--- config.mk ---
export PLATFORM = sky130hd
export DESIGN_NAME = energy_meter_mode_config
export DESIGN_NICKNAME = d
export VERILOG_FILES = /design/src/include/meter_cfg_pkg.sv /design/src/rtl/energy_meter_mode_config.sv
export SDC_FILE = /design/constraint.sdc
export NUM_CORES = 1
export LEC_CHECK = 0
export ABC_AREA = 1
export CAP_MARGIN = 25
export CORE_MARGIN = 10
export CORE_UTILIZATION = 50
export CTS_CLUSTER_DIAMETER = 150
export DETAILED_ROUTE_END_ITERATION = 8
export DONT_BUFFER_PORTS = 1
export PLACE_DENSITY = 0.69
export SYNTH_ARGS = -nofsm -noshare
export SYNTH_HDL_FRONTEND = slang
export SYNTH_SLANG_ARGS = --single-unit
--- constraint.sdc ---
create_clock -name clk -period 4.1 [get_ports clk]
set_clock_uncertainty 0.1 [all_clocks]
set_input_delay 0.82 -clock clk [delete_from_list [all_inputs] [get_ports clk]]
set_output_delay 0.82 -clock clk [all_outputs]
set_load 0.02 [all_outputs]
--- src/include/meter_cfg_pkg.sv ---
package meter_cfg_pkg;

  // ---------------------------------------------------------------
  // register map (indirect measurement port, 7-bit address)
  // ---------------------------------------------------------------
  localparam logic [6:0] ADDR_MODE_PRIMARY = 7'h0B;
  localparam logic [6:0] ADDR_MODE_SECONDARY = 7'h0C;
  localparam logic [6:0] ADDR_WAVE_CONFIG = 7'h0D;

  // ---------------------------------------------------------------
  // reset values
  // ---------------------------------------------------------------
  localparam logic [7:0] RST_MODE_PRIMARY = 8'h06;
  localparam logic [7:0] RST_MODE_SECONDARY = 8'h41;
  localparam logic [7:0] RST_WAVE_CONFIG = 8'h00;

  // ---------------------------------------------------------------
  // primary mode fields
  // ---------------------------------------------------------------
  localparam int SOFT_RESET_POS = 7;
  localparam int ZX_FILTER_BYPASS_POS = 6;
  localparam int INTEGRATOR_POS = 5;
  localparam int SWAP_POS = 4;
  localparam int POWER_DOWN_POS = 3;
  localparam int PULSE_B_DIS_POS = 2;
  localparam int PULSE_A_DIS_POS = 1;
  localparam int HIGHPASS_BYPASS_POS = 0;

  // ---------------------------------------------------------------
  // secondary mode and waveform fields
  // ---------------------------------------------------------------
  localparam int PULSE_B_SRC_LSB = 6;
  localparam int PULSE_A_SRC_LSB = 4;
  localparam int RMS_CHOICE_POS = 3;
  localparam int RMS_SYNC_POS = 2;
  localparam int PERIOD_FREQ_POS = 1;
  localparam int WAVE_B_SRC_LSB = 5;
  localparam int WAVE_A_SRC_LSB = 2;
  localparam int RATE_LSB = 0;

  // pulse source codes (code 1x uses the shared rms choice)
  localparam logic [1:0] SRC_ACTIVE = 2'h0;
  localparam logic [1:0] SRC_REACTIVE = 2'h1;

  // waveform source codes
  localparam logic [2:0] WAVE_CURRENT = 3'h0;
  localparam logic [2:0] WAVE_VOLTAGE = 3'h1;
  localparam logic [2:0] WAVE_ACTIVE = 3'h2;
  localparam logic [2:0] WAVE_REACTIVE = 3'h3;
  localparam logic [2:0] WAVE_APPARENT = 3'h4;
  localparam logic [2:0] WAVE_IRMS = 3'h5;
  localparam int WAVE_A_IRMS_BITS = 24;

  // ---------------------------------------------------------------
  // timing: 819.2 kHz sample base built from the 10 MHz clock
  // ---------------------------------------------------------------
  localparam int CLK_RATE_HZ = 10_000_000;
  localparam int BASE_RATE_DHZ = 8_192_000; // 819.2 kHz in tenths of Hz
  localparam int PHASE_STEP = BASE_RATE_DHZ / 1000;
  localparam int PHASE_MOD = (CLK_RATE_HZ * 10) / 1000;
  localparam int PHASE_W = 17;
  localparam int MIN_RATE_DIV = 32; // divisor for rate code 00
  localparam int RATE_CNT_W = 8;

  // soft reset sequencer
  typedef enum logic [1:0]
  {
    SR_IDLE = 2'b01,
    SR_CLEAR = 2'b10
  } soft_reset_state_t;

endpackage : meter_cfg_pkg

--- src/rtl/energy_meter_mode_config.sv ---
// Strobed register access was left to the implementer.
module energy_meter_mode_config
#(
  parameter int SAMPLE_W = 24,
  parameter int IRMS_W = 32,
  parameter int SOFT_RESET_CYCLES = 4
)
(
  input wire logic clk,
  input wire logic rst_b,
  // register port
  input wire logic [6:0] reg_addr,
  input wire logic [7:0] reg_wdata,
  input wire logic reg_wr,
  input wire logic reg_rd,
  output logic [7:0] reg_rdata,
  // datapath samples and rate pulses
  input wire logic [SAMPLE_W-1:0] first_channel_adc,
  input wire logic [SAMPLE_W-1:0] second_channel_adc,
  input wire logic [SAMPLE_W-1:0] active_product,
  input wire logic [SAMPLE_W-1:0] reactive_product,
  input wire logic [SAMPLE_W-1:0] apparent_product,
  input wire logic [IRMS_W-1:0] irms_lpf,
  input wire logic active_rate_pulse,
  input wire logic reactive_rate_pulse,
  input wire logic apparent_rate_pulse,
  input wire logic irms_rate_pulse,
  // configuration towards the datapath
  output logic meas_soft_reset,
  output logic zero_cross_filter_bypass,
  output logic integrator_enable,
  output logic channel_swap,
  output logic adc_power_down,
  output logic highpass_bypass,
  output logic rms_sync_to_crossing,
  output logic period_or_frequency_select,
  // processed channel samples
  output logic [SAMPLE_W-1:0] current_path_sample,
  output logic [SAMPLE_W-1:0] voltage_path_sample,
  // pulse outputs
  output logic pulse_out_a,
  output logic pulse_out_b,
  // waveform samples
  output logic [IRMS_W-1:0] wave_a_sample,
  output logic [IRMS_W-1:0] wave_b_sample,
  output logic wave_a_valid,
  output logic wave_b_valid
);

  // ---------------------------------------------------------------
  // elaboration checks
  // ---------------------------------------------------------------
  if (IRMS_W <= SAMPLE_W || IRMS_W < meter_cfg_pkg::WAVE_A_IRMS_BITS)
    $error("irms width must exceed sample width and be at least 24");
  if (SOFT_RESET_CYCLES < 1 || SOFT_RESET_CYCLES > 255)
    $error("soft reset cycles must be 1 to 255");

  // ---------------------------------------------------------------
  // declarations
  // ---------------------------------------------------------------
  meter_cfg_pkg::soft_reset_state_t sr_state_ff;
  meter_cfg_pkg::soft_reset_state_t nxt_sr_state;
  logic [7:0] sr_cnt_ff;
  logic [6:0] mode_primary_ff;
  logic [7:0] mode_secondary_ff;
  logic [7:0] wave_config_ff;
  logic [7:0] rdata_ff;
  logic pulse_a_ff;
  logic pulse_b_ff;
  logic [SAMPLE_W-1:0] cur_ff;
  logic [SAMPLE_W-1:0] volt_ff;
  logic [meter_cfg_pkg::PHASE_W-1:0] phase_ff;
  logic base_tick_ff;
  logic [meter_cfg_pkg::RATE_CNT_W-1:0] rate_cnt_ff;
  logic [meter_cfg_pkg::RATE_CNT_W-1:0] rate_last;
  logic [IRMS_W-1:0] wave_a_ff;
  logic [IRMS_W-1:0] wave_b_ff;
  logic wave_a_vld_ff;
  logic wave_b_vld_ff;
  logic sr_busy;
  logic sr_start;
  logic [1:0] src_a;
  logic [1:0] src_b;
  logic [2:0] wsel_a;
  logic [2:0] wsel_b;
  logic sample_strobe;
  logic [meter_cfg_pkg::PHASE_W:0] phase_sum;

  localparam logic [7:0] SR_LAST = 8'(SOFT_RESET_CYCLES - 1);

  assign sr_busy = (sr_state_ff == meter_cfg_pkg::SR_CLEAR);
  assign sr_start = reg_wr && !sr_busy && (reg_addr == meter_cfg_pkg::ADDR_MODE_PRIMARY)
                    && reg_wdata[meter_cfg_pkg::SOFT_RESET_POS];
  assign src_a = mode_secondary_ff[meter_cfg_pkg::PULSE_A_SRC_LSB +: 2];
  assign src_b = mode_secondary_ff[meter_cfg_pkg::PULSE_B_SRC_LSB +: 2];
  assign wsel_a = wave_config_ff[meter_cfg_pkg::WAVE_A_SRC_LSB +: 3];
  assign wsel_b = wave_config_ff[meter_cfg_pkg::WAVE_B_SRC_LSB +: 3];

  // ---------------------------------------------------------------
  // soft reset sequencer
  // ---------------------------------------------------------------
  // next state: start on a write of the reset bit, leave when the count ends
  always_comb
  begin
    nxt_sr_state = sr_state_ff;
    case (sr_state_ff)
      meter_cfg_pkg::SR_IDLE:
        if (sr_start)
          nxt_sr_state = meter_cfg_pkg::SR_CLEAR;
      meter_cfg_pkg::SR_CLEAR:
        if (sr_cnt_ff == SR_LAST)
          nxt_sr_state = meter_cfg_pkg::SR_IDLE;
      default: nxt_sr_state = meter_cfg_pkg::SR_IDLE;
    endcase
  end

  always_ff @(posedge clk or negedge rst_b)
  begin
    if (!rst_b)
      sr_state_ff <= meter_cfg_pkg::SR_IDLE;
    else
      sr_state_ff <= nxt_sr_state;
  end

  // hold count; restarts from zero each time the sequence begins
  always_ff @(posedge clk or negedge rst_b)
  begin
    if (!rst_b)
      sr_cnt_ff <= 8'h00;
    else if (sr_busy)
      sr_cnt_ff <= sr_cnt_ff + 8'h01;
    else
      sr_cnt_ff <= 8'h00;
  end

  // ---------------------------------------------------------------
  // configuration registers
  // ---------------------------------------------------------------
  // writes during the clear window are dropped so defaults stand intact
  always_ff @(posedge clk or negedge rst_b)
  begin
    if (!rst_b)
    begin
      mode_primary_ff <= meter_cfg_pkg::RST_MODE_PRIMARY[6:0];
      mode_secondary_ff <= meter_cfg_pkg::RST_MODE_SECONDARY;
      wave_config_ff <= meter_cfg_pkg::RST_WAVE_CONFIG;
    end
    else if (sr_start || sr_busy)
    begin
      mode_primary_ff <= meter_cfg_pkg::RST_MODE_PRIMARY[6:0];
      mode_secondary_ff <= meter_cfg_pkg::RST_MODE_SECONDARY;
      wave_config_ff <= meter_cfg_pkg::RST_WAVE_CONFIG;
    end
    else if (reg_wr)
    begin
      case (reg_addr)
        meter_cfg_pkg::ADDR_MODE_PRIMARY: mode_primary_ff <= reg_wdata[6:0];
        meter_cfg_pkg::ADDR_MODE_SECONDARY: mode_secondary_ff <= reg_wdata;
        meter_cfg_pkg::ADDR_WAVE_CONFIG: wave_config_ff <= reg_wdata;
        default: mode_primary_ff <= mode_primary_ff;
      endcase
    end
  end

  // read data: reset bit shows the sequence in progress, unmapped reads zero
  always_ff @(posedge clk or negedge rst_b)
  begin
    if (!rst_b)
      rdata_ff <= 8'h00;
    else if (reg_rd)
    begin
      case (reg_addr)
        meter_cfg_pkg::ADDR_MODE_PRIMARY: rdata_ff <= {sr_busy, mode_primary_ff};
        meter_cfg_pkg::ADDR_MODE_SECONDARY: rdata_ff <= mode_secondary_ff;
        meter_cfg_pkg::ADDR_WAVE_CONFIG: rdata_ff <= wave_config_ff;
        default: rdata_ff <= 8'h00;
      endcase
    end
    else
      rdata_ff <= 8'h00;
  end

  // ---------------------------------------------------------------
  // level controls towards the datapath
  // ---------------------------------------------------------------
  assign reg_rdata = rdata_ff;
  assign zero_cross_filter_bypass = mode_primary_ff[meter_cfg_pkg::ZX_FILTER_BYPASS_POS];
  assign integrator_enable = mode_primary_ff[meter_cfg_pkg::INTEGRATOR_POS];
  assign channel_swap = mode_primary_ff[meter_cfg_pkg::SWAP_POS];
  assign adc_power_down = mode_primary_ff[meter_cfg_pkg::POWER_DOWN_POS];
  assign highpass_bypass = mode_primary_ff[meter_cfg_pkg::HIGHPASS_BYPASS_POS];
  assign rms_sync_to_crossing = mode_secondary_ff[meter_cfg_pkg::RMS_SYNC_POS];
  assign period_or_frequency_select = mode_secondary_ff[meter_cfg_pkg::PERIOD_FREQ_POS];
  assign meas_soft_reset = sr_state_ff[1]; // one-hot bit of the clear state

  // ---------------------------------------------------------------
  // channel routing
  // ---------------------------------------------------------------
  // powered-down converters give zeros so stale codes do not leak on
  always_ff @(posedge clk or negedge rst_b)
  begin
    if (!rst_b)
    begin
      cur_ff <= '0;
      volt_ff <= '0;
    end
    else if (adc_power_down)
    begin
      cur_ff <= '0;
      volt_ff <= '0;
    end
    else if (channel_swap)
    begin
      cur_ff <= second_channel_adc;
      volt_ff <= first_channel_adc;
    end
    else
    begin
      cur_ff <= first_channel_adc;
      volt_ff <= second_channel_adc;
    end
  end

  assign current_path_sample = cur_ff;
  assign voltage_path_sample = volt_ff;

  // ---------------------------------------------------------------
  // pulse output steering
  // ---------------------------------------------------------------
  // one choice bit serves both outputs, so mixed va/rms cannot be set
  function automatic logic pick_pulse(input logic [1:0] src, input logic rms_choice,
                                      input logic act, input logic react,
                                      input logic app, input logic rms);
    logic res;
    res = 1'b0;
    case (src)
      meter_cfg_pkg::SRC_ACTIVE: res = act;
      meter_cfg_pkg::SRC_REACTIVE: res = react;
      default: res = rms_choice ? rms : app;
    endcase
    return res;
  endfunction : pick_pulse

  always_ff @(posedge clk or negedge rst_b)
  begin
    if (!rst_b)
    begin
      pulse_a_ff <= 1'b0;
      pulse_b_ff <= 1'b0;
    end
    else
    begin
      pulse_a_ff <= !mode_primary_ff[meter_cfg_pkg::PULSE_A_DIS_POS]
                    && pick_pulse(src_a, mode_secondary_ff[meter_cfg_pkg::RMS_CHOICE_POS],
                                  active_rate_pulse, reactive_rate_pulse,
                                  apparent_rate_pulse, irms_rate_pulse);
      pulse_b_ff <= !mode_primary_ff[meter_cfg_pkg::PULSE_B_DIS_POS]
                    && pick_pulse(src_b, mode_secondary_ff[meter_cfg_pkg::RMS_CHOICE_POS],
                                  active_rate_pulse, reactive_rate_pulse,
                                  apparent_rate_pulse, irms_rate_pulse);
    end
  end

  assign pulse_out_a = pulse_a_ff;
  assign pulse_out_b = pulse_b_ff;

  // ---------------------------------------------------------------
  // waveform sample rate
  // ---------------------------------------------------------------
  // fractional accumulator: 10 MHz is no integer multiple of 819.2 kHz,
  // so ticks jitter by one clock but average to the exact base rate
  assign phase_sum = {1'b0, phase_ff} + (meter_cfg_pkg::PHASE_W + 1)'(meter_cfg_pkg::PHASE_STEP);

  always_ff @(posedge clk or negedge rst_b)
  begin
    if (!rst_b)
    begin
      phase_ff <= '0;
      base_tick_ff <= 1'b0;
    end
    else if (phase_sum >= (meter_cfg_pkg::PHASE_W + 1)'(meter_cfg_pkg::PHASE_MOD))
    begin
      phase_ff <= meter_cfg_pkg::PHASE_W'(phase_sum
                  - (meter_cfg_pkg::PHASE_W + 1)'(meter_cfg_pkg::PHASE_MOD));
      base_tick_ff <= 1'b1;
    end
    else
    begin
      phase_ff <= meter_cfg_pkg::PHASE_W'(phase_sum);
      base_tick_ff <= 1'b0;
    end
  end

  // divider terminal count: 32 << code, minus one
  assign rate_last = meter_cfg_pkg::RATE_CNT_W'((meter_cfg_pkg::MIN_RATE_DIV
                     << wave_config_ff[meter_cfg_pkg::RATE_LSB +: 2]) - 1);
  // >= keeps a rate change to a faster setting from overrunning the wrap
  assign sample_strobe = base_tick_ff && (rate_cnt_ff >= rate_last);

  always_ff @(posedge clk or negedge rst_b)
  begin
    if (!rst_b)
      rate_cnt_ff <= '0;
    else if (sample_strobe)
      rate_cnt_ff <= '0;
    else if (base_tick_ff)
      rate_cnt_ff <= rate_cnt_ff + 1'b1;
  end

  // ---------------------------------------------------------------
  // waveform source selection
  // ---------------------------------------------------------------
  function automatic logic [IRMS_W-1:0] sext(input logic [SAMPLE_W-1:0] v);
    return {{(IRMS_W-SAMPLE_W){v[SAMPLE_W-1]}}, v};
  endfunction : sext

  // rms_low keeps only the low 24 bits of the rms filter for wave a
  function automatic logic [IRMS_W-1:0] pick_wave(input logic [2:0] code,
                                                  input logic rms_low);
    logic [IRMS_W-1:0] res;
    res = '0;
    case (code)
      meter_cfg_pkg::WAVE_CURRENT: res = sext(cur_ff);
      meter_cfg_pkg::WAVE_VOLTAGE: res = sext(volt_ff);
      meter_cfg_pkg::WAVE_ACTIVE: res = sext(active_product);
      meter_cfg_pkg::WAVE_REACTIVE: res = sext(reactive_product);
      meter_cfg_pkg::WAVE_APPARENT: res = sext(apparent_product);
      meter_cfg_pkg::WAVE_IRMS:
      begin
        res = irms_lpf;
        if (rms_low)
          res = {{(IRMS_W-meter_cfg_pkg::WAVE_A_IRMS_BITS){1'b0}},
                 irms_lpf[meter_cfg_pkg::WAVE_A_IRMS_BITS-1:0]};
      end
      default: res = '0;
    endcase
    return res;
  endfunction : pick_wave

  // reserved codes give no sample: data hold and valid stays low
  always_ff @(posedge clk or negedge rst_b)
  begin
    if (!rst_b)
    begin
      wave_a_ff <= '0;
      wave_a_vld_ff <= 1'b0;
    end
    else if (sample_strobe && wsel_a <= meter_cfg_pkg::WAVE_IRMS)
    begin
      wave_a_ff <= pick_wave(wsel_a, 1'b1);
      wave_a_vld_ff <= 1'b1;
    end
    else
      wave_a_vld_ff <= 1'b0;
  end

  always_ff @(posedge clk or negedge rst_b)
  begin
    if (!rst_b)
    begin
      wave_b_ff <= '0;
      wave_b_vld_ff <= 1'b0;
    end
    else if (sample_strobe && wsel_b <= meter_cfg_pkg::WAVE_IRMS)
    begin
      wave_b_ff <= pick_wave(wsel_b, 1'b0);
      wave_b_vld_ff <= 1'b1;
    end
    else
      wave_b_vld_ff <= 1'b0;
  end

  assign wave_a_sample = wave_a_ff;
  assign wave_b_sample = wave_b_ff;
  assign wave_a_valid = wave_a_vld_ff;
  assign wave_b_valid = wave_b_vld_ff;

endmodule : energy_meter_mode_config

======== Yosys cells after proc, flatten, opt, wreduce, memory -nomap -nowiden ========
Index checks and enable logic that the tools add are counted.
word-level totals
  register bits after elaboration ......... 183
  logic and storage cells ................. 102
operators by class
  add/sub/neg operators ................... 5
  order comparisons ....................... 4
  equality and inequality tests ........... 20
  shifts and indexed selects .............. 1
  muxes and demuxes ....................... 30
  reductions and logical operators ........ 25
operator list
  kind                                                                  count
  one-hot mux 32 bit (6 select lines)                                   2
  2-to-1 mux 24 bit                                                     4
  2-to-1 mux 8 bit                                                      10
  one-hot mux 8 bit (3 select lines)                                    1
  == test 7 x 4 -> 1 bit (second input constant)                        3
  2-to-1 mux 7 bit                                                      3
  adder 17 x 14 -> 18 bit (second input constant)                       1
  greater-or-equal comparator 18 x 17 -> 1 bit (second input constant)  1
  2-to-1 mux 17 bit                                                     1
  subtractor 17 bit (second input constant)                             1
  adder 8 x 1 -> 8 bit (second input constant)                          2
  == test 3 x 2 -> 1 bit (second input constant)                        4
  == test 3 bit (second input constant)                                 4
  nonzero test 2 bit                                                    5
  == test 8 x 2 -> 1 bit (second input constant)                        1
  greater-or-equal comparator 8 bit                                     1
  logical AND 1 bit                                                     8
  AND reduction 2 bit                                                   4
  left shift 6 x 2 -> 8 bit (first input constant)                      1
  subtractor 8 x 2 -> 8 bit (second input constant)                     1
  == test 2 x 1 -> 1 bit (second input constant)                        3
  == test 3 x 1 -> 1 bit (second input constant)                        2
  <= comparator 3 bit (second input constant)                           2
  logical NOT 3 bit                                                     2
  10 further kinds                                                      18

======== Depth between registers and ports, before layout ========
Gate-level depths: netlist (run 1).
  word-level depth ........................ 8
  depth in mapped cells ................... 13

======== Worst setup path before layout (run 1) ========
No wires, ideal clock.
  path kind ............................... in2reg
  start point ............................. input reg_addr[5]
  end point ............................... register mode_secondary_ff[7]
  setup time .............................. 0.134 ns
  arrival time ............................ 1.771 ns
  slack ................................... 2.095 ns
  stages on the path ...................... 7
  buffers on the path ..................... 0
  cell sequence ........................... nor2_1 > nand2_1 > clkinv_1 > nand3b_1 > nor2_1 > nor2_2 > o21ai_0
on the way
  longest elaborated chain between the ends .. 6
  elaborated cells on any way between the ends .. 9
  those cells by class .................... eq/ne: 2; mux: 1; reduce/logical: 6
RTL lines
  element                        RTL line                         text
  from (decl)                    energy_meter_mode_config.sv:12   input wire logic [6:0] reg_addr,
  == test 7 x 4 -> 1 bit         energy_meter_mode_config.sv:92   assign sr_start = reg_wr && !sr_busy && (reg_addr == meter_cfg_pkg::ADDR_MODE_PRIMARY)
  logical AND 1 bit              energy_meter_mode_config.sv:92
  logical AND 1 bit              energy_meter_mode_config.sv:93   && reg_wdata[meter_cfg_pkg::SOFT_RESET_POS];
  logical OR 1 bit               energy_meter_mode_config.sv:148  else if (sr_start || sr_busy)
  nonzero test 2 bit (no line)   n/a
  AND reduction 2 bit (no line)  n/a
  to (signal assigned)           energy_meter_mode_config.sv:145  mode_secondary_ff <= meter_cfg_pkg::RST_MODE_SECONDARY;
  to (signal assigned)           energy_meter_mode_config.sv:151  mode_secondary_ff <= meter_cfg_pkg::RST_MODE_SECONDARY;
  to (signal assigned)           energy_meter_mode_config.sv:158  meter_cfg_pkg::ADDR_MODE_SECONDARY: mode_secondary_ff <= reg_wdata;
  to (decl)                      energy_meter_mode_config.sv:65   logic [7:0] mode_secondary_ff;
Several ways; a longest one is shown, not always the timed one.
A chain may end at the register's enable or synchronous reset.

======== Worst setup path after layout (run 1) ========
  start point ............................. register wave_config_ff[0]
  end point ............................... register wave_a_ff[13], in the netlist wave_a_sample[13]
on the way
  longest elaborated chain between the ends .. 5
RTL lines
  element                            RTL line                         text
  from (decl)                        energy_meter_mode_config.sv:66   logic [7:0] wave_config_ff;
  from (signal assigned)             energy_meter_mode_config.sv:146  wave_config_ff <= meter_cfg_pkg::RST_WAVE_CONFIG;
  from (signal assigned)             energy_meter_mode_config.sv:152  wave_config_ff <= meter_cfg_pkg::RST_WAVE_CONFIG;
  from (signal assigned)             energy_meter_mode_config.sv:159  meter_cfg_pkg::ADDR_WAVE_CONFIG: wave_config_ff <= reg_wdata;
  left shift 6 x 2 -> 8 bit          energy_meter_mode_config.sv:295  assign rate_last = meter_cfg_pkg::RATE_CNT_W'((meter_cfg_pkg::MIN_RATE_DIV
  subtractor 8 x 2 -> 8 bit          energy_meter_mode_config.sv:296  << wave_config_ff[meter_cfg_pkg::RATE_LSB +: 2]) - 1);
  greater-or-equal comparator 8 bit  energy_meter_mode_config.sv:298  assign sample_strobe = base_tick_ff && (rate_cnt_ff >= rate_last);
  logical AND 1 bit                  energy_meter_mode_config.sv:298
  logical AND 1 bit                  energy_meter_mode_config.sv:348  else if (sample_strobe && wsel_a <= meter_cfg_pkg::WAVE_IRMS)
  to (signal assigned)               energy_meter_mode_config.sv:350  wave_a_ff <= pick_wave(wsel_a, 1'b1);
  to (decl)                          energy_meter_mode_config.sv:76   logic [IRMS_W-1:0] wave_a_ff;
No other way between the ends.

==> impl_metrics.env, run 1 <==
export IMPL_cap_violations=0
export IMPL_ys_seq_area_share_pct=44.2
export IMPL_viasPerCell=5.67
export IMPL_cts_made_buffers=17
export IMPL_worstSetupPathType="flop to flop"
export IMPL_dpl_hpwl_mm=25.5
export IMPL_cts_clk_slew_worst_paths_ns=0.07
export IMPL_seqCellArea_um2=4290
export IMPL_clkSinkCount=171
export IMPL_finalHoldWorstSlack_ns=-0.0133
export IMPL_layout_commonest_cell="nand2_1"
export IMPL_synth_cell_type_count=37
export IMPL_placed_cell_area_um2=9760
export IMPL_nNetsFinal=1498
export IMPL_period_share_pct=62.1
export IMPL_finalSetupViolCount=0
export IMPL_min_period_ns=2.55
export IMPL_track_usage_pct=25.8
export IMPL_dieWidth_um=159
export IMPL_status="complete, but fails checks"
export IMPL_place_congestion=0.954
export IMPL_cp_data_required_time_ns=4.31
export IMPL_vias=9005
export IMPL_ys_top_cells_by_area="dfrtp_1, nand2_1, inv_1"
export IMPL_multi_input_area_um2=4170
export IMPL_start_util_pct=51.3
export IMPL_post_cts_resized=0
export IMPL_final_hold_viol_count=4
export IMPL_cts_tree="built"
export IMPL_die_area_um2=25300
export IMPL_portBuffers=0
export IMPL_fillers=1828
export IMPL_core_area_um2=18900
export IMPL_rsz0062_at_grt="no"
export IMPL_maxSlewHeadroom_pct=30.4
export IMPL_gr_total_overflow=0
export IMPL_reg2reg_depth=11
export IMPL_start_kind="flop"
export IMPL_max_freq_ghz=0.392
export IMPL_ant_nets=0
export IMPL_grt_pass1_wl_mm=51.4
export IMPL_wire_per_inst_um=21.4
export IMPL_rows=50
export IMPL_drt_wl_total_mm=34.0
export IMPL_htree_levels=4
export IMPL_mostFrequentLayoutCells="nand2_1, inv_1, dfrtp_1"
export IMPL_remaining_drc_errors=0
export IMPL_fin_tns_setup_ns=0
export IMPL_fin_area_um2=10400
export IMPL_synth_cells=1350
export IMPL_cp_end_kind="flop"
export IMPL_yosysWarnings=0
export IMPL_synth_top_cell_area_share_pct=42.9
export IMPL_grt_pass1_vias=8176
export IMPL_syn_nets=1534
export IMPL_antenna_found_initial=0
export IMPL_io_pins=307
export IMPL_die_h_um=159
export IMPL_grt_max_degree=172
export IMPL_drtIter0Drc=1066
export IMPL_synth_seq_cells=171
export IMPL_total_power_mw=4.13
export IMPL_worst_pin_slew_ns=1.04
export IMPL_cts_max_path_buffers=2
export IMPL_ir_drop_uv=283
export IMPL_netlist_area_um2=9690
export IMPL_clock_latency_ns=0.43
export IMPL_violations="negative hold slack"
export IMPL_yosysTopAreaCell="dfrtp_1"
export IMPL_hp_class="input pin to asynchronous set/reset pin"
export IMPL_cts_setup_buffers=0
export IMPL_synthToLayoutAreaGrowth_pct=7.23
export IMPL_slew_violations=0
export IMPL_arrival_ns=2.76
export IMPL_power_leakage_nw=5.33
export IMPL_drive_gt1_share_pct=4.60
export IMPL_firstDrtPassIters=8
export IMPL_crit_fanout=25
export IMPL_cts_root_buf="clkbuf_16"
export IMPL_power_per_cell_area_nw_per_um2=397
export IMPL_diodes=0
export IMPL_syn_area_per_cell_um2=7.18
-- layer usage --
layer | wire [µm] | up-vias | global-route usage [%]
met1 | 14100 | 4172 | 35.2
met3 | 4170 | 67 | 9.09
met2 | 14600 | 558 | 36.7
met5 | 0 | - | 0
met4 | 1160 | 0 | 9.77
li1 | - | 4208 | -
-- Yosys cell counts (all sizes together) --
cell type	count
clkinv	1
o21a	1
a211oi	1
nand4	2
inv	239
nor2	88
clkbuf	21
buf	45
xnor2	3
a311oi	1
o21ai	73
xor2	5
a22oi	20
nand2	410
dfrtp	166
nand3b	22
o211ai	8
o31ai	1
o22ai	90
and3	1
nor3	11
a21oi	84
ha	9
nand3	43
dfstp	5
-- cell families (layout without fill, tap and decap cells) --
logic type / Yosys count / in the layout / synth area share, %
AOI/OAI and AO/OA: 279 / 279 / 16.6
xor gates and xnor gates: 8 / 8 / 0.723
adders and majority gates: 9 / 9 / 1.16
buffers and inverters: 306 / 283 / 12.7
DFF: 171 / 171 / 44.2
and+or+nand+nor: 577 / 577 / 24.5
-- metrics by stage --
stage	setup slack (ns)	std cells	utilization [%]
after CTS	1.55	1584	54.6
after global placement	1.65	1550	51.5
after floorplan	2.10	1350	-
final	1.55	1587	55.0
after detailed placement	1.59	1552	51.7
after global routing	1.28	1587	55.0
-- state kept, by name, summed over array words and instances (netlist names) --
| signal | count |
|---|---|
| wave_b_sample | 32 |
| wave_a_sample | 25 |
| current_path_sample | 24 |
| voltage_path_sample | 24 |
| phase_ff | 12 |
| mode_secondary_ff | 8 |
| rate_cnt_ff | 8 |
| reg_rdata | 8 |
| sr_cnt_ff | 8 |
| wave_config_ff | 8 |
| mode_primary_ff | 7 |
| sr_state_ff | 2 |
| base_tick_ff | 1 |
| pulse_out_a | 1 |
| pulse_out_b | 1 |
| wave_a_valid | 1 |
| wave_b_valid | 1 |
-- worst paths after layout --
kind | end | startpoint | slack, ns
worst min-delay path | sr_cnt_ff[5] | rst_b | -0.01
worst max-delay path | wave_a_sample[13] | wave_config_ff[0] | 1.55
worst min register to register | sr_cnt_ff[7] | sr_cnt_ff[7] | 0.37
worst max register to register | wave_a_sample[13] | wave_config_ff[0] | 1.55
max in group asynchronous | mode_primary_ff[2] | rst_b | 3.64
min in group clk | sr_cnt_ff[7] | sr_cnt_ff[7] | 0.37
-- report_power, final --
part           total (mW)  switching (mW)  internal (mW)  leakage [nW]
Clock                1.56           0.691          0.872         0.279
Combinational       0.613           0.400          0.213          3.12
Sequential           1.95           0.187           1.76          1.93
Total                4.13            1.28           2.85          5.33
-- worst max-delay path, cell delays in order, from the launching register on --
cell and delay [ns]:
dfrtp_1 0.40, nand2_1 0.08, ha_1 0.29, nand2_1 0.07, nor2_1 0.09, nand4_1 0.09, nand2_1 0.10, nand2_2 0.10
inv_2 0.14, nand2_1 0.63, nand2_1 0.25, nand2_1 0.08
-- layout make-up --
| class | instances | area share [%] |
|---|---|---|
| Clock buffer | 22 | 4.47 |
| Clock inverter | 10 | 0.903 |
| Inverter | 240 | 8.67 |
| Multi-Input combinational cell | 873 | 40.1 |
| Sequential cell | 171 | 41.3 |
| Tap cell | 260 | 3.13 |
| Timing Repair Buffer | 11 | 1.40 |
(Power assumes the default switching activity.)
==> inputs of run 2 (changes only) <==
--- a/config.mk
+++ b/config.mk
@@ -12,7 +12,7 @@
 export CTS_CLUSTER_DIAMETER = 150
 export DETAILED_ROUTE_END_ITERATION = 8
 export DONT_BUFFER_PORTS = 1
-export PLACE_DENSITY = 0.69
+export PLACE_DENSITY = 0.72
 export SYNTH_ARGS = -nofsm -noshare
 export SYNTH_HDL_FRONTEND = slang
 export SYNTH_SLANG_ARGS = --single-unit
==> constraint.sdc (replaced) <==
create_clock -name clk -period 2.1 [get_ports clk]
set_clock_uncertainty 0.1 [all_clocks]
set_input_delay 0.42 -clock clk [delete_from_list [all_inputs] [get_ports clk]]
set_output_delay 0.42 -clock clk [all_outputs]
set_load 0.02 [all_outputs]
==> impl_metrics.env, run 2 (synthesis results as in run 1) <==
export IMPL_diodes=0
export IMPL_cts_clk_slew_worst_paths_ns=0.07
export IMPL_finalHoldWorstSlack_ns=-0.425
export IMPL_viasPerCell=5.65
export IMPL_clkPwrFrac_pct=39.9
export IMPL_cp_data_required_time_ns=2.38
export IMPL_violations="negative hold slack"
export IMPL_internal_power_mw=5.72
export IMPL_power_per_cell_area_nw_per_um2=774
export IMPL_portBuffers=0
export IMPL_pre_cts_ws_ns=0.0728
export IMPL_antenna_found_initial=0
export IMPL_crit_reg2reg_launch="wave_config_ff[0]"
export IMPL_p_sw_mw=2.62
export IMPL_final_hold_viol_count=171
export IMPL_maxSlewHeadroom_pct=51.3
export IMPL_drt_wl_total_mm=34.4
export IMPL_drtIter0Drc=890
export IMPL_vias=9112
export IMPL_min_period_ns=2.03
export IMPL_gr_total_overflow=0
export IMPL_core_area_um2=18900
export IMPL_remaining_drc_errors=0
export IMPL_dieWidth_um=159
export IMPL_fin_tns_setup_ns=0
export IMPL_arrival_ns=2.31
export IMPL_drive_gt1_share_pct=6.87
export IMPL_layout_commonest_cell="nand2_1"
export IMPL_status="complete, but fails checks"
export IMPL_cts_root_buf="clkbuf_16"
export IMPL_final_setup_worst_slack_ns=0.0659
export IMPL_htree_levels=4
export IMPL_cts_made_buffers=17
export IMPL_dpl_hpwl_mm=26.1
export IMPL_utilization_pct=57.0
export IMPL_grt_max_degree=172
export IMPL_crit_fanout=16
export IMPL_cap_violations=0
export IMPL_cts_hold_buf=2
export IMPL_place_congestion=0.978
export IMPL_power_leakage_nw=5.52
export IMPL_hp_class="input pin to asynchronous set/reset pin"
export IMPL_mostFrequentLayoutCells="nand2_1, inv_1, dfrtp_1"
export IMPL_slew_violations=0
export IMPL_r2r_slack_ns=0.07
export IMPL_max_freq_ghz=0.492
export IMPL_ant_nets=0
export IMPL_cts_tree="built"
export IMPL_worstSetupPathType="flop to flop"
export IMPL_grt_pass1_wl_mm=51.4
export IMPL_clkSinkCount=171
export IMPL_fillers=1748
export IMPL_synthToLayoutAreaGrowth_pct=11.2
export IMPL_cp_startpoint="wave_config_ff[0]"
export IMPL_p_seq_share_pct=45.3
export IMPL_grt_pass1_vias=8541
export IMPL_nNetsFinal=1525
export IMPL_die_area_um2=25300
export IMPL_start_kind="flop"
export IMPL_rows=50
export IMPL_clock_latency_ns=0.44
export IMPL_cp_end_kind="flop"
export IMPL_track_usage_pct=25.7
export IMPL_cts_max_path_buffers=2
export IMPL_largest_register_ffs=32
export IMPL_start_util_pct=51.3
export IMPL_io_pins=307
export IMPL_swShare_pct=31.4
export IMPL_finalSetupViolCount=0
export IMPL_wire_per_inst_um=21.3
export IMPL_die_h_um=159
export IMPL_rsz0062_at_grt="no"
export IMPL_firstDrtPassIters=8
export IMPL_period_share_pct=96.9
export IMPL_power_frac_comb_pct=14.9
export IMPL_worst_pin_slew_ns=0.728
export IMPL_ir_drop_uv=564
run 2: cell types whose count changed in the layout (fill, tap and decap cells not counted), moves of 3 or more:
cell | previous run | this run
buf_12 | 0 | 8
clkbuf_16 | 17 | 20
inv_6 | 2 | 5
buf_8 | 3 | 0
clkbuf_1 | 3 | 0
buf_4 | 6 | 25
clkinv_2 | 4 | 1
inv_8 | 0 | 3
run 2: metal layers:
metal  vias to the layer above  routed length (µm)  GRT usage (%)
met2                       503               15600           39.1
met4                         0                 948           7.41
met1                      4278               13800           33.5
li1                       4263                   -              -
met3                        68                4060           9.35
met5                         -                   0              0
run 2: final timing paths:
| path | end | depth (start not counted) |
|---|---|---|
| max | wave_b_sample[2] | 11 |
| min | wave_b_sample[19] | 0 |
| min reg2reg | sr_cnt_ff[7] | 1 |
| max reg2reg | wave_b_sample[2] | 11 |
| min in group clk | reg_rdata[1] | 2 |
| max in group asynchronous | mode_primary_ff[2] | 0 |
run 2: critical path, cell delays in order (launching register included):
cell       delay (ns)
dfrtp_1          0.39
nand2_1          0.08
ha_1             0.29
nand2_1          0.08
nor2_1           0.11
nand4_1          0.10
nand2_2          0.11
nand2_4          0.08
nor2_4           0.25
clkbuf_16        0.24
nand2_1          0.08
nand2_1          0.06
run 2: layout make-up:
type / instances / area [µm²] / share of cell area (%)
clock inverters: 14 / 176 / 1.64
repair buffers: 38 / 443 / 4.11
flip-flops and latches: 171 / 4290 / 39.8
multi-input cells: 873 / 4200 / 39.0
inverters: 240 / 903 / 8.38
well taps: 260 / 325 / 3.02
clock buffers: 18 / 439 / 4.08
run 2: repair_timing:
action                                  4_1_cts  5_1_grt
setup buffers                                 0        1
endpoints found under the setup margin        0       67
gates resized for setup                       0       11
endpoints found under the hold margin       178      171
run 2: power groups by stage:
| stage | registers [mW] | logic (mW) | clock network (mW) |
|---|---|---|---|
| after floorplan | 3.73 | 0.871 | 0 |
| after global placement | 3.84 | 1.19 | 0 |
| after detailed placement | 3.84 | 1.20 | 0 |
| after CTS | 3.78 | 1.21 | 3.36 |
| after global routing | 3.79 | 1.38 | 3.50 |
| final | 3.78 | 1.24 | 3.33 |
run 2: metrics by stage:
stage | power (mW) | area (µm²) | hold slack, ns | instances
after floorplan | 4.60 | 9690 | 0.0244 | 1350
after global placement | 5.03 | 10000 | 0.0307 | 1576
after detailed placement | 5.04 | 10000 | 0.0305 | 1576
after CTS | 8.35 | 10700 | -0.434 | 1610
after global routing | 8.67 | 10800 | -0.444 | 1614
final | 8.34 | 10800 | -0.425 | 1614
==> inputs of run 3 (changes only) <==
==> constraint.sdc (replaced) <==
create_clock -name clk -period 2.1 [get_ports clk]
set_clock_uncertainty 0.1 [all_clocks]
set_input_delay 0.42 -clock clk [delete_from_list [all_inputs] [get_ports clk]]
set_output_delay 0.42 -clock clk [all_outputs]
set_load 0.05 [all_outputs]
==> impl_metrics.env, run 3 (synthesis results as in run 1) <==
export IMPL_status="complete, but fails checks"
export IMPL_violations="negative hold slack"
export IMPL_worst_pin_slew_ns=0.646
export IMPL_ant_nets=0
export IMPL_crit_chain="nand2_1 -> ha_4 -> nand2_1 -> nor2_1 -> nand4_1 -> nand2_2 -> nand2_4 -> inv_4 -> nand2_2 -> clkbuf_16 -> nand2_1 -> nand2_1"
export IMPL_finalHoldWorstSlack_ns=-0.427
export IMPL_viasPerCell=5.59
export IMPL_max_stage_delay_ns=0.39
export IMPL_fin_tns_setup_ns=0
export IMPL_grt_pass1_wl_mm=52.3
export IMPL_layout_commonest_cell="nand2_1"
export IMPL_core_area_um2=18900
export IMPL_remaining_drc_errors=0
export IMPL_drt_wl_total_mm=35.0
export IMPL_mostFrequentLayoutCells="nand2_1, inv_1, dfrtp_1"
export IMPL_fillers=1805
export IMPL_cts_root_buf="clkbuf_16"
export IMPL_critPathBufInv=2
export IMPL_total_power_mw=8.64
export IMPL_portBuffers=0
export IMPL_cp_data_required_time_ns=2.32
export IMPL_start_util_pct=51.3
export IMPL_ir_drop_uv=581
export IMPL_period_share_pct=92.8
export IMPL_die_area_um2=25300
export IMPL_cts_made_buffers=17
export IMPL_drtIter0Drc=900
export IMPL_critPathSlowestCell="dfrtp_1"
export IMPL_min_period_ns=1.95
export IMPL_grt_pass1_vias=8662
export IMPL_io_pins=307
export IMPL_power_leakage_nw=5.70
export IMPL_cap_violations=0
export IMPL_worstSetupPathType="flop to flop"
export IMPL_start_kind="flop"
export IMPL_final_hold_viol_count=171
export IMPL_cts_max_path_buffers=2
export IMPL_placed_cell_area_um2=10300
export IMPL_nNetsFinal=1564
export IMPL_wire_per_inst_um=21.2
export IMPL_max_freq_ghz=0.513
export IMPL_cp_common_cell="nand2_1"
export IMPL_firstDrtPassIters=7
export IMPL_hp_class="input pin to asynchronous set/reset pin"
export IMPL_track_usage_pct=26.2
export IMPL_antenna_found_initial=0
export IMPL_dpl_hpwl_mm=26.6
export IMPL_fin_area_um2=11100
export IMPL_vias=9248
export IMPL_clkSinkCount=171
export IMPL_gr_total_overflow=0
export IMPL_diodes=0
export IMPL_cp_top_family="simple AND/OR/NAND/NOR gates"
export IMPL_cts_hold_buf=2
export IMPL_maxSlewHeadroom_pct=56.9
export IMPL_place_congestion=0.985
export IMPL_grt_max_degree=172
export IMPL_largest_register_ffs=32
export IMPL_cp_end_kind="flop"
export IMPL_crit_fanout=16
export IMPL_power_per_cell_area_nw_per_um2=781
export IMPL_dieWidth_um=159
export IMPL_cts_clk_slew_worst_paths_ns=0.07
export IMPL_rsz0062_at_grt="no"
export IMPL_clock_latency_ns=0.44
export IMPL_drive_gt1_share_pct=9.62
export IMPL_slew_violations=0
export IMPL_synthToLayoutAreaGrowth_pct=14.2
export IMPL_htree_levels=4
export IMPL_cts_tree="built"
export IMPL_finalSetupViolCount=0
export IMPL_arrival_ns=2.17
export IMPL_die_h_um=159
export IMPL_rows=50
-- run 3: changes by cell type in the layout (fill, tap and decap cells not counted), sizes merged --
cell      delta
clkinv       +1
clkinvlp     +1
bufinv       -1
buf         +40
clkbuf       -2
-- run 3: worst reg2reg max path, delay by kind of cell, from the launching register on --
family | cells | cell delay (ns)
buf+inv | 2 | 0.28
flops | 1 | 0.39
fa+ha+maj | 1 | 0.29
simple gates | 9 | 0.77
-- run 3: final timing paths --
kind | end | depth (start not counted) | from | slack [ns]
max | wave_b_sample[11] | 12 | wave_config_ff[1] | 0.15
min | wave_b_sample[20] | 0 | rst_b | -0.43
max reg2reg | wave_b_sample[11] | 12 | wave_config_ff[1] | 0.15
min reg2reg | sr_cnt_ff[0] | 1 | sr_cnt_ff[0] | 0.36
max in group asynchronous | mode_secondary_ff[0] | 0 | rst_b | 2.03
min in group clk | mode_secondary_ff[0] | 2 | reg_wdata[0] | 0.01
-- run 3: final cells by class --
type / instances / area (µm²) / share of cell area, %
Timing Repair Buffer: 77 / 734 / 6.64
Inverter: 240 / 903 / 8.16
Clock buffer: 17 / 425 / 3.84
Clock inverter: 15 / 176 / 1.59
Sequential cell: 171 / 4290 / 38.8
Multi-Input combinational cell: 873 / 4210 / 38.0
Tap cell: 260 / 325 / 2.94
-- run 3: report_power, final --
group	switching [mW]	internal, mW	leakage [nW]	total (mW)
Combinational	1.16	0.537	3.48	1.69
Sequential	0.269	3.44	1.93	3.71
Clock	1.53	1.71	0.292	3.24
-- run 3: metrics by stage --
stage / cells / worst slack, ns / util, %
after CTS: 1650 / 0.0624 / 58.0
final: 1653 / 0.151 / 58.6
after global routing: 1653 / 0.00706 / 58.6
after detailed placement: 1616 / 0.0688 / 54.7
after global placement: 1616 / 0.122 / 54.7
after floorplan: 1350 / 0.269 / -
-- run 3: what timing repair did --
action | in CTS | in global routing
endpoints found under the hold margin | 178 | 171
gates resized for setup | 0 | 13
setup buffers | 0 | 1
endpoints found under the setup margin | 0 | 68
-- run 3: per-layer routing --
metal	vias to the layer above	wire, µm	part of all wire [%]	track usage, %
li1	4356	-	-	-
met1	4299	14100	40	33.9
met2	526	16000	46	40.4
met3	67	3780	11	8.18
met4	0	1120	3.2	9.52
met5	-	0	0	0
